File: src/lecch_regs.svh
// register offsets, field positions, reset values and counts for the hold config bank
`ifndef LECCH_REGS_SVH
`define LECCH_REGS_SVH
// ==========================================
// register offsets on the configuration port
`define LECCH_LANE3_OFS 12'h48B
`define LECCH_LANE4_OFS 12'h48C
`define LECCH_LANE5_OFS 12'h48D
// ==========================================
// field layout
`define LECCH_FIELD_MSB 2
`define LECCH_FIELD_LSB 0
`define LECCH_CTRL_BIT 2
`define LECCH_TABLE_BIT 1
`define LECCH_DISP_BIT 0
// ==========================================
// reset values and counts
`define LECCH_HOLD_RST 3'h7
`define LECCH_RSVD_VAL 5'h00
`define LECCH_TERM_CNT 8'hFF
`define LECCH_CNT_ZERO 8'h00
`define LECCH_CNT_ONE 8'h01
`define LECCH_RD_ZERO 8'h00
`endif

File: src/lecch_pkg.sv
// types shared by the hold config bank and its counters
package lecch_pkg;
  // error counter value
  typedef logic [7:0] lecch_cnt_t;
  // register data byte
  typedef logic [7:0] lecch_byte_t;
  // register address
  typedef logic [11:0] lecch_addr_t;
  // error classes, ordered as their field bits
  typedef enum logic [1:0] {
    lecch_bad_disparity_error,
    lecch_not_in_table_error,
    lecch_unexpected_control_char_error
  } lecch_class_e;
endpackage

File: src/lecch_err_counter.sv
// one lane error counter with saturate or wrap and a sticky terminal flag
`timescale 1ns/1ps
`include "lecch_regs.svh"
module lecch_err_counter
  import lecch_pkg::*;
(
  input wire logic mclk,
  input wire logic rst_sync_b,
  input wire logic ce,
  input wire logic clr,
  input wire logic inc,
  input wire logic hold,
  output lecch_cnt_t count_ff,
  output logic reached_ff
);
  // ==========================================
  // counter next state
  lecch_cnt_t nxt_count;
  logic nxt_reached;

  // count events, saturate or wrap, sticky flag
  always_comb begin
    nxt_count = count_ff;
    if (clr) begin
      // an event in the clear cycle is still counted
      nxt_count = inc ? `LECCH_CNT_ONE : `LECCH_CNT_ZERO;
    end else if (inc) begin
      if (hold && (count_ff == `LECCH_TERM_CNT)) begin
        nxt_count = count_ff;
      end else begin
        nxt_count = count_ff + `LECCH_CNT_ONE;
      end
    end
    // flag follows the value the counter takes
    nxt_reached = (clr ? 1'b0 : reached_ff) || (nxt_count == `LECCH_TERM_CNT);
  end

  // ==========================================
  // state registers
  always_ff @(posedge mclk or negedge rst_sync_b) begin
    if (!rst_sync_b) begin
      count_ff <= `LECCH_CNT_ZERO;
      reached_ff <= 1'b0;
    end else if (ce) begin
      count_ff <= nxt_count;
      reached_ff <= nxt_reached;
    end
  end

  // ==========================================
  // checks
  property p_hold_sat;
    @(posedge mclk) disable iff (!rst_sync_b)
      (ce && hold && !clr && count_ff == `LECCH_TERM_CNT) |=> (count_ff == `LECCH_TERM_CNT);
  endproperty
  a_hold_sat: assert property (p_hold_sat) else $error("held counter left terminal value");

  property p_wrap;
    @(posedge mclk) disable iff (!rst_sync_b)
      (ce && inc && !hold && !clr && count_ff == `LECCH_TERM_CNT) |=> (count_ff == `LECCH_CNT_ZERO);
  endproperty
  a_wrap: assert property (p_wrap) else $error("free counter did not wrap to zero");

  property p_inc;
    @(posedge mclk) disable iff (!rst_sync_b)
      (ce && inc && !clr && count_ff != `LECCH_TERM_CNT) |=> (count_ff == $past(count_ff) + 8'h01);
  endproperty
  a_inc: assert property (p_inc) else $error("counter did not step by one");

  property p_reached;
    @(posedge mclk) disable iff (!rst_sync_b)
      (count_ff == `LECCH_TERM_CNT) |-> reached_ff;
  endproperty
  a_reached: assert property (p_reached) else $error("terminal flag low at terminal value");

  property p_reached_sticky;
    @(posedge mclk) disable iff (!rst_sync_b)
      (reached_ff && !clr) |=> reached_ff;
  endproperty
  a_reached_sticky: assert property (p_reached_sticky) else $error("terminal flag dropped");

  c_saturate: cover property (@(posedge mclk) disable iff (!rst_sync_b)
    hold && inc && count_ff == `LECCH_TERM_CNT ##1 count_ff == `LECCH_TERM_CNT);
  c_wrap: cover property (@(posedge mclk) disable iff (!rst_sync_b)
    !hold && inc && ce && count_ff == `LECCH_TERM_CNT ##1 count_ff == `LECCH_CNT_ZERO);
  c_clear_inc: cover property (@(posedge mclk) disable iff (!rst_sync_b) ce && clr && inc);
endmodule

File: src/lecch_top.sv
// lane 3 to 5 error counter hold configuration with the counters it steers
// Overview of operation
// - three-bit hold field, resets 0x7, rest zero
// - hold set: counter stops at 0xFF
// - hold clear: counter wraps to zero
// - bit2 control char, bit1 table, bit0 disparity
// - sticky terminal flag once counter hits 0xFF
`timescale 1ns/1ps
`include "lecch_regs.svh"
module lecch_top
  import lecch_pkg::*;
(
  input wire logic mclk,
  input wire logic rst_b,
  input wire logic ce,
  input wire lecch_addr_t reg_addr,
  input wire lecch_byte_t reg_wdata,
  input wire logic reg_wr,
  input wire logic reg_rd,
  output lecch_byte_t reg_rdata_ff,
  input wire logic deframer_soft_reset,
  input wire logic [8:0] err_event,
  input wire logic [8:0] err_count_clear,
  output logic [71:0] err_count,
  output logic [8:0] terminal_reached_flags
);
  // ==========================================
  // reset release
  logic [1:0] rst_sync_ff; // two-stage release chain
  logic rst_sync_b; // synchronised reset for the bank

  // release the reset through two flops; the chain freezes with the rest while ce is low
  always_ff @(posedge mclk or negedge rst_b) begin
    if (!rst_b) begin
      rst_sync_ff <= 2'h0;
    end else if (ce) begin
      rst_sync_ff <= {rst_sync_ff[0], 1'b1};
    end
  end
  // only the second flop feeds the design
  assign rst_sync_b = rst_sync_ff[1];

  // ==========================================
  // hold configuration registers
  logic [2:0] hold_cfg_ff [3]; // one field per lane, lane 3 first
  logic [2:0] nxt_hold_cfg [3];
  lecch_byte_t nxt_rdata;

  // decode writes and reads on the configuration port
  always_comb begin
    // default: keep every field and the last read data
    for (int i = 0; i < 3; i++) begin
      nxt_hold_cfg[i] = hold_cfg_ff[i];
    end
    nxt_rdata = reg_rdata_ff;
    // writes land whatever the soft reset state; software keeps the ordering
    if (reg_wr) begin
      if (reg_addr == `LECCH_LANE3_OFS) begin
        nxt_hold_cfg[0] = reg_wdata[`LECCH_FIELD_MSB:`LECCH_FIELD_LSB];
      end else if (reg_addr == `LECCH_LANE4_OFS) begin
        nxt_hold_cfg[1] = reg_wdata[`LECCH_FIELD_MSB:`LECCH_FIELD_LSB];
      end else if (reg_addr == `LECCH_LANE5_OFS) begin
        nxt_hold_cfg[2] = reg_wdata[`LECCH_FIELD_MSB:`LECCH_FIELD_LSB];
      end
    end
    if (reg_rd) begin
      // reserved bits read as zero, unmapped reads return zero
      if (reg_addr == `LECCH_LANE3_OFS) begin
        nxt_rdata = {`LECCH_RSVD_VAL, hold_cfg_ff[0]};
      end else if (reg_addr == `LECCH_LANE4_OFS) begin
        nxt_rdata = {`LECCH_RSVD_VAL, hold_cfg_ff[1]};
      end else if (reg_addr == `LECCH_LANE5_OFS) begin
        nxt_rdata = {`LECCH_RSVD_VAL, hold_cfg_ff[2]};
      end else begin
        nxt_rdata = `LECCH_RD_ZERO;
      end
    end
  end

  // register the bank and the read data
  always_ff @(posedge mclk or negedge rst_sync_b) begin
    if (!rst_sync_b) begin
      // reset loads every field with its hold-all value
      for (int i = 0; i < 3; i++) begin
        hold_cfg_ff[i] <= `LECCH_HOLD_RST;
      end
      reg_rdata_ff <= `LECCH_RD_ZERO;
    end else if (ce) begin
      for (int i = 0; i < 3; i++) begin
        hold_cfg_ff[i] <= nxt_hold_cfg[i];
      end
      reg_rdata_ff <= nxt_rdata;
    end
  end

  // ==========================================
  // error counters, three lanes by three classes
  genvar g;
  generate
    for (g = 0; g < 9; g++) begin : g_cnt
      // index is lane*3 + class, class equal to its field bit
      lecch_err_counter u_cnt (
        .mclk(mclk),
        .rst_sync_b(rst_sync_b),
        .ce(ce),
        // soft reset acts as a clear on every counter
        .clr(err_count_clear[g] || deframer_soft_reset),
        // events are dropped while the deframer sits in soft reset
        .inc(err_event[g] && !deframer_soft_reset),
        .hold(hold_cfg_ff[g / 3][g % 3]),
        .count_ff(err_count[g*8 +: 8]),
        .reached_ff(terminal_reached_flags[g])
      );
    end
  endgenerate

  // ==========================================
  // checks
  property p_reset_value;
    @(posedge mclk) disable iff (!rst_b)
      $rose(rst_sync_b) |-> (hold_cfg_ff[0] == `LECCH_HOLD_RST
        && hold_cfg_ff[1] == `LECCH_HOLD_RST
        && hold_cfg_ff[2] == `LECCH_HOLD_RST);
  endproperty
  a_reset_value: assert property (p_reset_value) else $error("hold field reset not 0x7");

  property p_rsvd_zero;
    @(posedge mclk) disable iff (!rst_sync_b)
      (ce && reg_rd) |=> (reg_rdata_ff[7:3] == 5'h00);
  endproperty
  a_rsvd_zero: assert property (p_rsvd_zero) else $error("reserved read bits not zero");

  property p_write_lane4;
    @(posedge mclk) disable iff (!rst_sync_b)
      (ce && reg_wr && reg_addr == `LECCH_LANE4_OFS)
        |=> (hold_cfg_ff[1] == $past(reg_wdata[2:0]));
  endproperty
  a_write_lane4: assert property (p_write_lane4) else $error("lane 4 field not written");

  property p_map_ctrl;
    @(posedge mclk) disable iff (!rst_sync_b)
      (ce && err_event[5] && !err_count_clear[5] && !deframer_soft_reset
        && err_count[47:40] == 8'hFF && hold_cfg_ff[1][2]) |=> (err_count[47:40] == 8'hFF);
  endproperty
  a_map_ctrl: assert property (p_map_ctrl) else $error("lane 4 bit 2 not steering ctrl counter");

  // ==========================================
  // register port checks

  // read data stands until the next accepted read
  property p_rdata_stands;
    @(posedge mclk) disable iff (!rst_sync_b)
      !(ce && reg_rd) |=> $stable(reg_rdata_ff);
  endproperty
  a_rdata_stands: assert property (p_rdata_stands)
    else $error("read data moved without a read");

  // a read of lane 3 returns the stored field over zero reserved bits
  property p_read_lane3;
    @(posedge mclk) disable iff (!rst_sync_b)
      (ce && reg_rd && reg_addr == `LECCH_LANE3_OFS)
        |=> (reg_rdata_ff == {`LECCH_RSVD_VAL, $past(hold_cfg_ff[0])});
  endproperty
  a_read_lane3: assert property (p_read_lane3)
    else $error("lane 3 read data wrong");

  // a read outside the bank returns zero
  property p_read_unmapped;
    @(posedge mclk) disable iff (!rst_sync_b)
      (ce && reg_rd && reg_addr != `LECCH_LANE3_OFS && reg_addr != `LECCH_LANE4_OFS
        && reg_addr != `LECCH_LANE5_OFS) |=> (reg_rdata_ff == `LECCH_RD_ZERO);
  endproperty
  a_read_unmapped: assert property (p_read_unmapped)
    else $error("unmapped read not zero");

  // clock enable low freezes every field
  property p_cfg_frozen;
    @(posedge mclk) disable iff (!rst_sync_b)
      !ce |=> ($stable(hold_cfg_ff[0]) && $stable(hold_cfg_ff[1]) && $stable(hold_cfg_ff[2]));
  endproperty
  a_cfg_frozen: assert property (p_cfg_frozen)
    else $error("field moved with clock enable low");

  // ==========================================
  // per-counter checks
  genvar k;
  generate
    for (k = 0; k < 9; k++) begin : g_chk
      // one event at terminal: held counters stay, free ones wrap, per field bit
      property p_map_class;
        @(posedge mclk) disable iff (!rst_sync_b)
          (ce && err_event[k] && !err_count_clear[k] && !deframer_soft_reset
            && err_count[k*8 +: 8] == `LECCH_TERM_CNT)
            |=> (err_count[k*8 +: 8] == ($past(hold_cfg_ff[k / 3][k % 3]) ? `LECCH_TERM_CNT
              : `LECCH_CNT_ZERO));
      endproperty
      a_map_class: assert property (p_map_class)
        else $error("field bit does not steer its own counter");

      // soft reset clears count and flag and swallows events
      property p_soft_clear;
        @(posedge mclk) disable iff (!rst_sync_b)
          (ce && deframer_soft_reset)
            |=> (err_count[k*8 +: 8] == `LECCH_CNT_ZERO && !terminal_reached_flags[k]);
      endproperty
      a_soft_clear: assert property (p_soft_clear)
        else $error("soft reset left a counter or flag set");

      // flag only rises together with the terminal value
      property p_flag_rise;
        @(posedge mclk) disable iff (!rst_sync_b)
          $rose(terminal_reached_flags[k]) |-> (err_count[k*8 +: 8] == `LECCH_TERM_CNT);
      endproperty
      a_flag_rise: assert property (p_flag_rise)
        else $error("terminal flag rose away from terminal value");
    end
  endgenerate

  c_cfg_write: cover property (@(posedge mclk) disable iff (!rst_sync_b)
    ce && reg_wr && reg_addr == `LECCH_LANE5_OFS && deframer_soft_reset);
  c_ce_freeze: cover property (@(posedge mclk) disable iff (!rst_sync_b)
    !ce && (|err_event));
endmodule

File: config.mk
export PLATFORM = sky130hd
export DESIGN_NAME = lecch_top
export DESIGN_NICKNAME = d
export VERILOG_FILES = /design/src/lecch_pkg.sv /design/src/lecch_err_counter.sv /design/src/lecch_top.sv
export VERILOG_INCLUDE_DIRS = /design/src
export SDC_FILE = /design/constraint.sdc
export NUM_CORES = 1
export LEC_CHECK = 0
export ABC_AREA = 1
export BUFFER_PORTS_ARGS = -buffer_cell sky130_fd_sc_hd__buf_2
export CAP_MARGIN = 20
export CORE_MARGIN = 1.5
export CORE_UTILIZATION = 45
export DETAILED_ROUTE_END_ITERATION = 10
export PLACE_DENSITY = 0.75
export SYNTH_ARGS = -nofsm -noshare
export SYNTH_HDL_FRONTEND = slang
export SYNTH_HIERARCHICAL = 1
export SYNTH_SLANG_ARGS = --single-unit
File: constraint.sdc
create_clock -name mclk -period 3.3 [get_ports mclk]
set_input_delay 0.33 -clock mclk [delete_from_list [all_inputs] [get_ports mclk]]
set_output_delay 0.33 -clock mclk [all_outputs]
set_load 0.05 [all_outputs]
* Word level (Yosys, flattened, before mapping)
Cells that the tools add are included.
W data, S select, Z words.
** Cells by class
- Add/subtract/negate cells :: 9
- Equality and inequality tests :: 21
- Multiplexer cells :: 48
- Bitwise logic cells :: 2
- Reductions and logical operators :: 41
** Operators with widths (number)
- $mux W8 :: 27
- $eq A8 B8 Y1 const B :: 18
- $add A8 B1 Y8 const B :: 9
- $eq A12 B11 Y1 const B :: 3
- $logic_and A1 B1 Y1 :: 18
- $logic_or A1 B1 Y1 :: 18
- $mux W1 :: 18
- $mux W3 :: 3
- $reduce_and A5 Y1 :: 1
- $reduce_and A4 Y1 :: 1
- $reduce_and A3 Y1 :: 1
- $not A1 Y1 :: 2
- $reduce_and A2 Y1 :: 1
- $logic_not A1 Y1 :: 1
** Word-level totals
- Flip-flop bits (word level) :: 100
- Bits of input ports :: 44
- Word-level logic and storage cells :: 144

* Longest topological paths before layout
- Word-level depth :: 7
- Gate-level depth with buffers :: 12
- Depth with buffers taken out :: 12

* By module
The synthesis kept the hierarchy.
** Modules (own cells, without submodules)
- lecch_err_counter :: times used 9, cells an instance 105, area an instance 699.4 um^2
- lecch_top :: times used 1, cells an instance 122, area an instance 907.1 um^2

* Worst setup path after synthesis
No wires, ideal clock.
- Kind :: register -> register
- Start :: register, netlist name rst_sync_ff[1]
- End :: register rst_sync_ff[1]
- Setup time :: 0.083 ns
- Arrival time :: 2.546 ns
- Data required time :: 3.217 ns
- Path slack :: 0.671 ns
- Stages on the path, launching flop included :: 3
- Path buffers :: 0
- Cell sequence :: dfrtp_1 nand2_1 o21ai_1
** RTL lines
- end signal: assignment :: RTL line lecch_top.sv:37 : rst_sync_ff <= {rst_sync_ff[0], 1'b1};
- end: declaration :: RTL line lecch_top.sv:29 : logic [1:0] rst_sync_ff;

* Final worst setup path
- Start :: input port deframer_soft_reset
- End :: register g_cnt[3].u_cnt.reached_ff
** Between the ends
- Word-level cells in the longest chain between the ends :: 6
** Ends and longest elaborated chain
- start: declaration :: RTL line lecch_top.sv:21 : input wire logic deframer_soft_reset,
- $logic_not A1 Y1 :: RTL line lecch_top.sv:109 : .inc(err_event[g] && !deframer_soft_reset),
- $logic_and A1 B1 Y1 :: RTL line lecch_top.sv:109
- $mux W8 / $mux W1 (equally long branches)
- $mux W8 :: RTL line lecch_err_counter.sv:24 : if (clr) begin
- $eq A8 B8 Y1 (no line)
- $logic_or A1 B1 Y1 * :: RTL line lecch_err_counter.sv:35 : nxt_reached = (clr ? 1'b0 : reached_ff) || (nxt_count == `LECCH_TERM_CNT);
- end signal: assignment :: RTL line lecch_err_counter.sv:46 : reached_ff <= nxt_reached;
- end: declaration :: RTL line lecch_err_counter.sv:14 : output logic reached_ff
Every way passes the cells marked *; elsewhere a longest branch is shown, timed or not.
A chain may end at the register's enable or synchronous reset.

==> flow_summary.toml <==
[clocking]
cts_buffers = 9
cts_tree = "built"
h-tree-depth = 3
cts-resized-gates = 0
clk_pin_slew_ps = 60
hold_buffers = 1
cts.sinks = 95
cts_max_path_buffers = 2
clk_latency_ps = 340
cts-root-buf = "clkbuf_16"
post_cts.repair.setup_buffers = 0

[timing]
finalCritPeriodShare = 0.560
rsz0062_at_grt = "false"
fin_ws_ps = 1450
tns_ps = 0
fin_skew_ps = 6.45
setup_viol = 0
drv_slew = 0
tightestPinTransition_ps = 979
period_minus_slack_ps = 1850
whs_ps = 237
relSlewSlack = 0.345
max_freq_mhz = 541
hold_violations = 0

[cells_and_area]
multi_input_area_sq_um = 4000
layout.nets = 1239
fill_cells = 1628
final_area_sq_um = 8250
seqCellArea_sq_um = 2390
area_delta_synth_final_pct = 14.5
layout-drive-gt1-share = 0.196

[synthesis]
syn_avg_cell_area_sq_um = 6.75
synth_seq_cells = 95
postSynthCellCount = 1067
yosysUniqueCellTypes = 28
synth.top_cell.area_share = 0.299
yosys.area.top_type = "dfrtp_1"
yosysWarnings = 6
syn_area_sq_um = 7200
synth_area_leaders = "dfrtp_1 (30%), nand2_1 (17%), inv_1 (7.4%)"
ys_seq_area_frac = 0.332

[pwr]
ir_worst_vdd_v = 0.000221
powerDensity_nw_per_um2 = 338
leakage_uw = 0.00431

[floorplanning]
ios = 133
die_area_sq_um = 16800
core_area_sq_um = 15800
initial_core_util = 0.457
die_w_microns = 130
dieHeight_microns = 130
std_cell_rows = 46

[route]
routed-via-count = 7141
wirelength_microns = 17600
vias_per_cell = 5.07
drt-wirelength-per-cell_microns = 12.5
postRouteAntennaNets = 0
drc = 0
dr.pass1.iters = 4
drt_iter0_drc = 371

[setup_path]
r2r_cells = 11
cp-end-kind = "flop"
cp.arrival_ps = 2130
rr_endpoint = "g_cnt[6].u_cnt/reached_ff"
critical_path_class = "in -> reg"
critPathLaunch = "deframer_soft_reset"
r2r-start = "g_cnt[6].u_cnt/count_ff[1]"
critPathRequiredTime_ps = 3580
rrSetupSlack_ps = 1550
critical_path.startpoint_type = "input pin"
cp_max_fo = 15

[global_route]
grt_max_degree = 59
first_global_vias = 6242
antenna_found_initial = 3
grt_pass1_wl_microns = 29100
grt.total_usage = 0.215
grt_overflow = 0

[status]
status = "finished clean"

[placed_design]
place.gp.congestion = 0.871
port_buffers = 122
placed_cell_area_sq_um = 7950
dpl_worst_slack_ps = 1140
dp_hpwl_microns = 12700

[run]
drv_cap = 0

[hold_path]
hold_depth = 3
worstHoldPathType = "in -> reg"
holdCritStartpoint = "reg_wdata[2]"
holdPathEnd = "hold_cfg_ff[8]"
## cell usage after synthesis (all sizes together)
cell type and instances:
or2 9, nor2 132, clkinv 1, buf 15, dfstp 9, ha 9, nor3 2, o21ai 91
conb 1, dfrtp 86, xnor2 9, nand3b 18, nand4 63, nand2 339, clkbuf 19, a21oi 9
nand3 111, inv 144
## how the worst max path moves through the flow
stage                                       to  slack (ps)
finish               g_cnt[3].u_cnt/reached_ff        1450
global route         g_cnt[3].u_cnt/reached_ff        1260
CTS                  g_cnt[3].u_cnt/reached_ff        1500
detailed placement   g_cnt[3].u_cnt/reached_ff        1140
global placement     g_cnt[3].u_cnt/reached_ff        1160
floorplan           g_cnt[0].u_cnt/count_ff[0]         450
## sequential cells by signal, indices dropped and copies added (netlist names)
name and count:
hold_cfg_ff 9, g_cnt.u_cnt/reached_ff 9, g_cnt.u_cnt/count_ff 72, rst_sync_ff 2, reg_rdata_ff 3
## through the flow
step,power (uW),utilization,instances
global placement,1770,0.504,1390
detailed placement,1770,0.504,1390
global route,2930,0.523,1407
floorplan,1640,-,1071
finish,2790,0.523,1409
CTS,2830,0.523,1407
## report_power, final
| group | internal, uW | total (uW) | switching, uW | leakage, uW |
|---|---|---|---|---|
| clock | 586 | 1040 | 450 | 0.000137 |
| combinational | 136 | 481 | 345 | 0.00291 |
| sequential | 1200 | 1270 | 72.0 | 0.00127 |
| total | 1920 | 2790 | 867 | 0.00431 |
## placed cells by master (no fill, tap or decap)
cell type	instances
ha_1	9
nor2_4	11
o21ai_1	19
dfstp_2	9
nor3_4	1
inv_1	142
buf_2	121
clkbuf_1	3
nand2_4	9
nor2_2	19
bufinv_16	1
clkinv_2	3
buf_12	1
nor3_2	1
nand3_4	1
nand2_1	330
nand4_1	63
nand3b_1	18
conb_1	5
o21ai_0	72
dfrtp_1	85
a21oi_1	9
buf_4	15
diode_2	2
xnor2_1	9
dfrtp_4	1
inv_2	2
nand3_1	81
clkbuf_16	9
nor2_1	102
dlygate4sd3_1	1
or2_1	9
clkinvlp_4	1
nand3_2	29
## area by class of cell
class	instances	area share
Clock buffer	12	0.0287
Multi-Input combinational cell	797	0.485
Tap cell	216	0.0328
Sequential cell	95	0.290
Timing Repair Buffer	138	0.0907
Antenna cell	2	0.000607
Inverter	145	0.0662
Clock inverter	4	0.00577
## kinds of logic (layout without fill, tap and decap cells)
kind of cell,Yosys count,count (layout),share of synthesized area
fa+ha+maj,9,9,0.0156
buf+inv,179,299,0.115
flops,95,95,0.332
compound gates,100,100,0.0695
simple gates,674,674,0.457
other cells,1,7,0.000521
xor+xnor,9,9,0.0109
## worst max-delay path, stage by stage
cell and delay [ps]:
buf_2 250, nor2_1 810, inv_1 150, nand2_1 100
nand2_1 50, nor2_1 120, nand2_1 70, nor2_1 120
nand2_1 70, nand2_1 50
## routing by layer
layer	track usage	up-vias	wire, microns
li1	-	3670	-
met1	0.292	3302	8390
met2	0.353	146	8110
met3	0.0301	21	749
met4	0.0752	2	313
met5	0	-	15
Power figures use the tool's default switching activity.
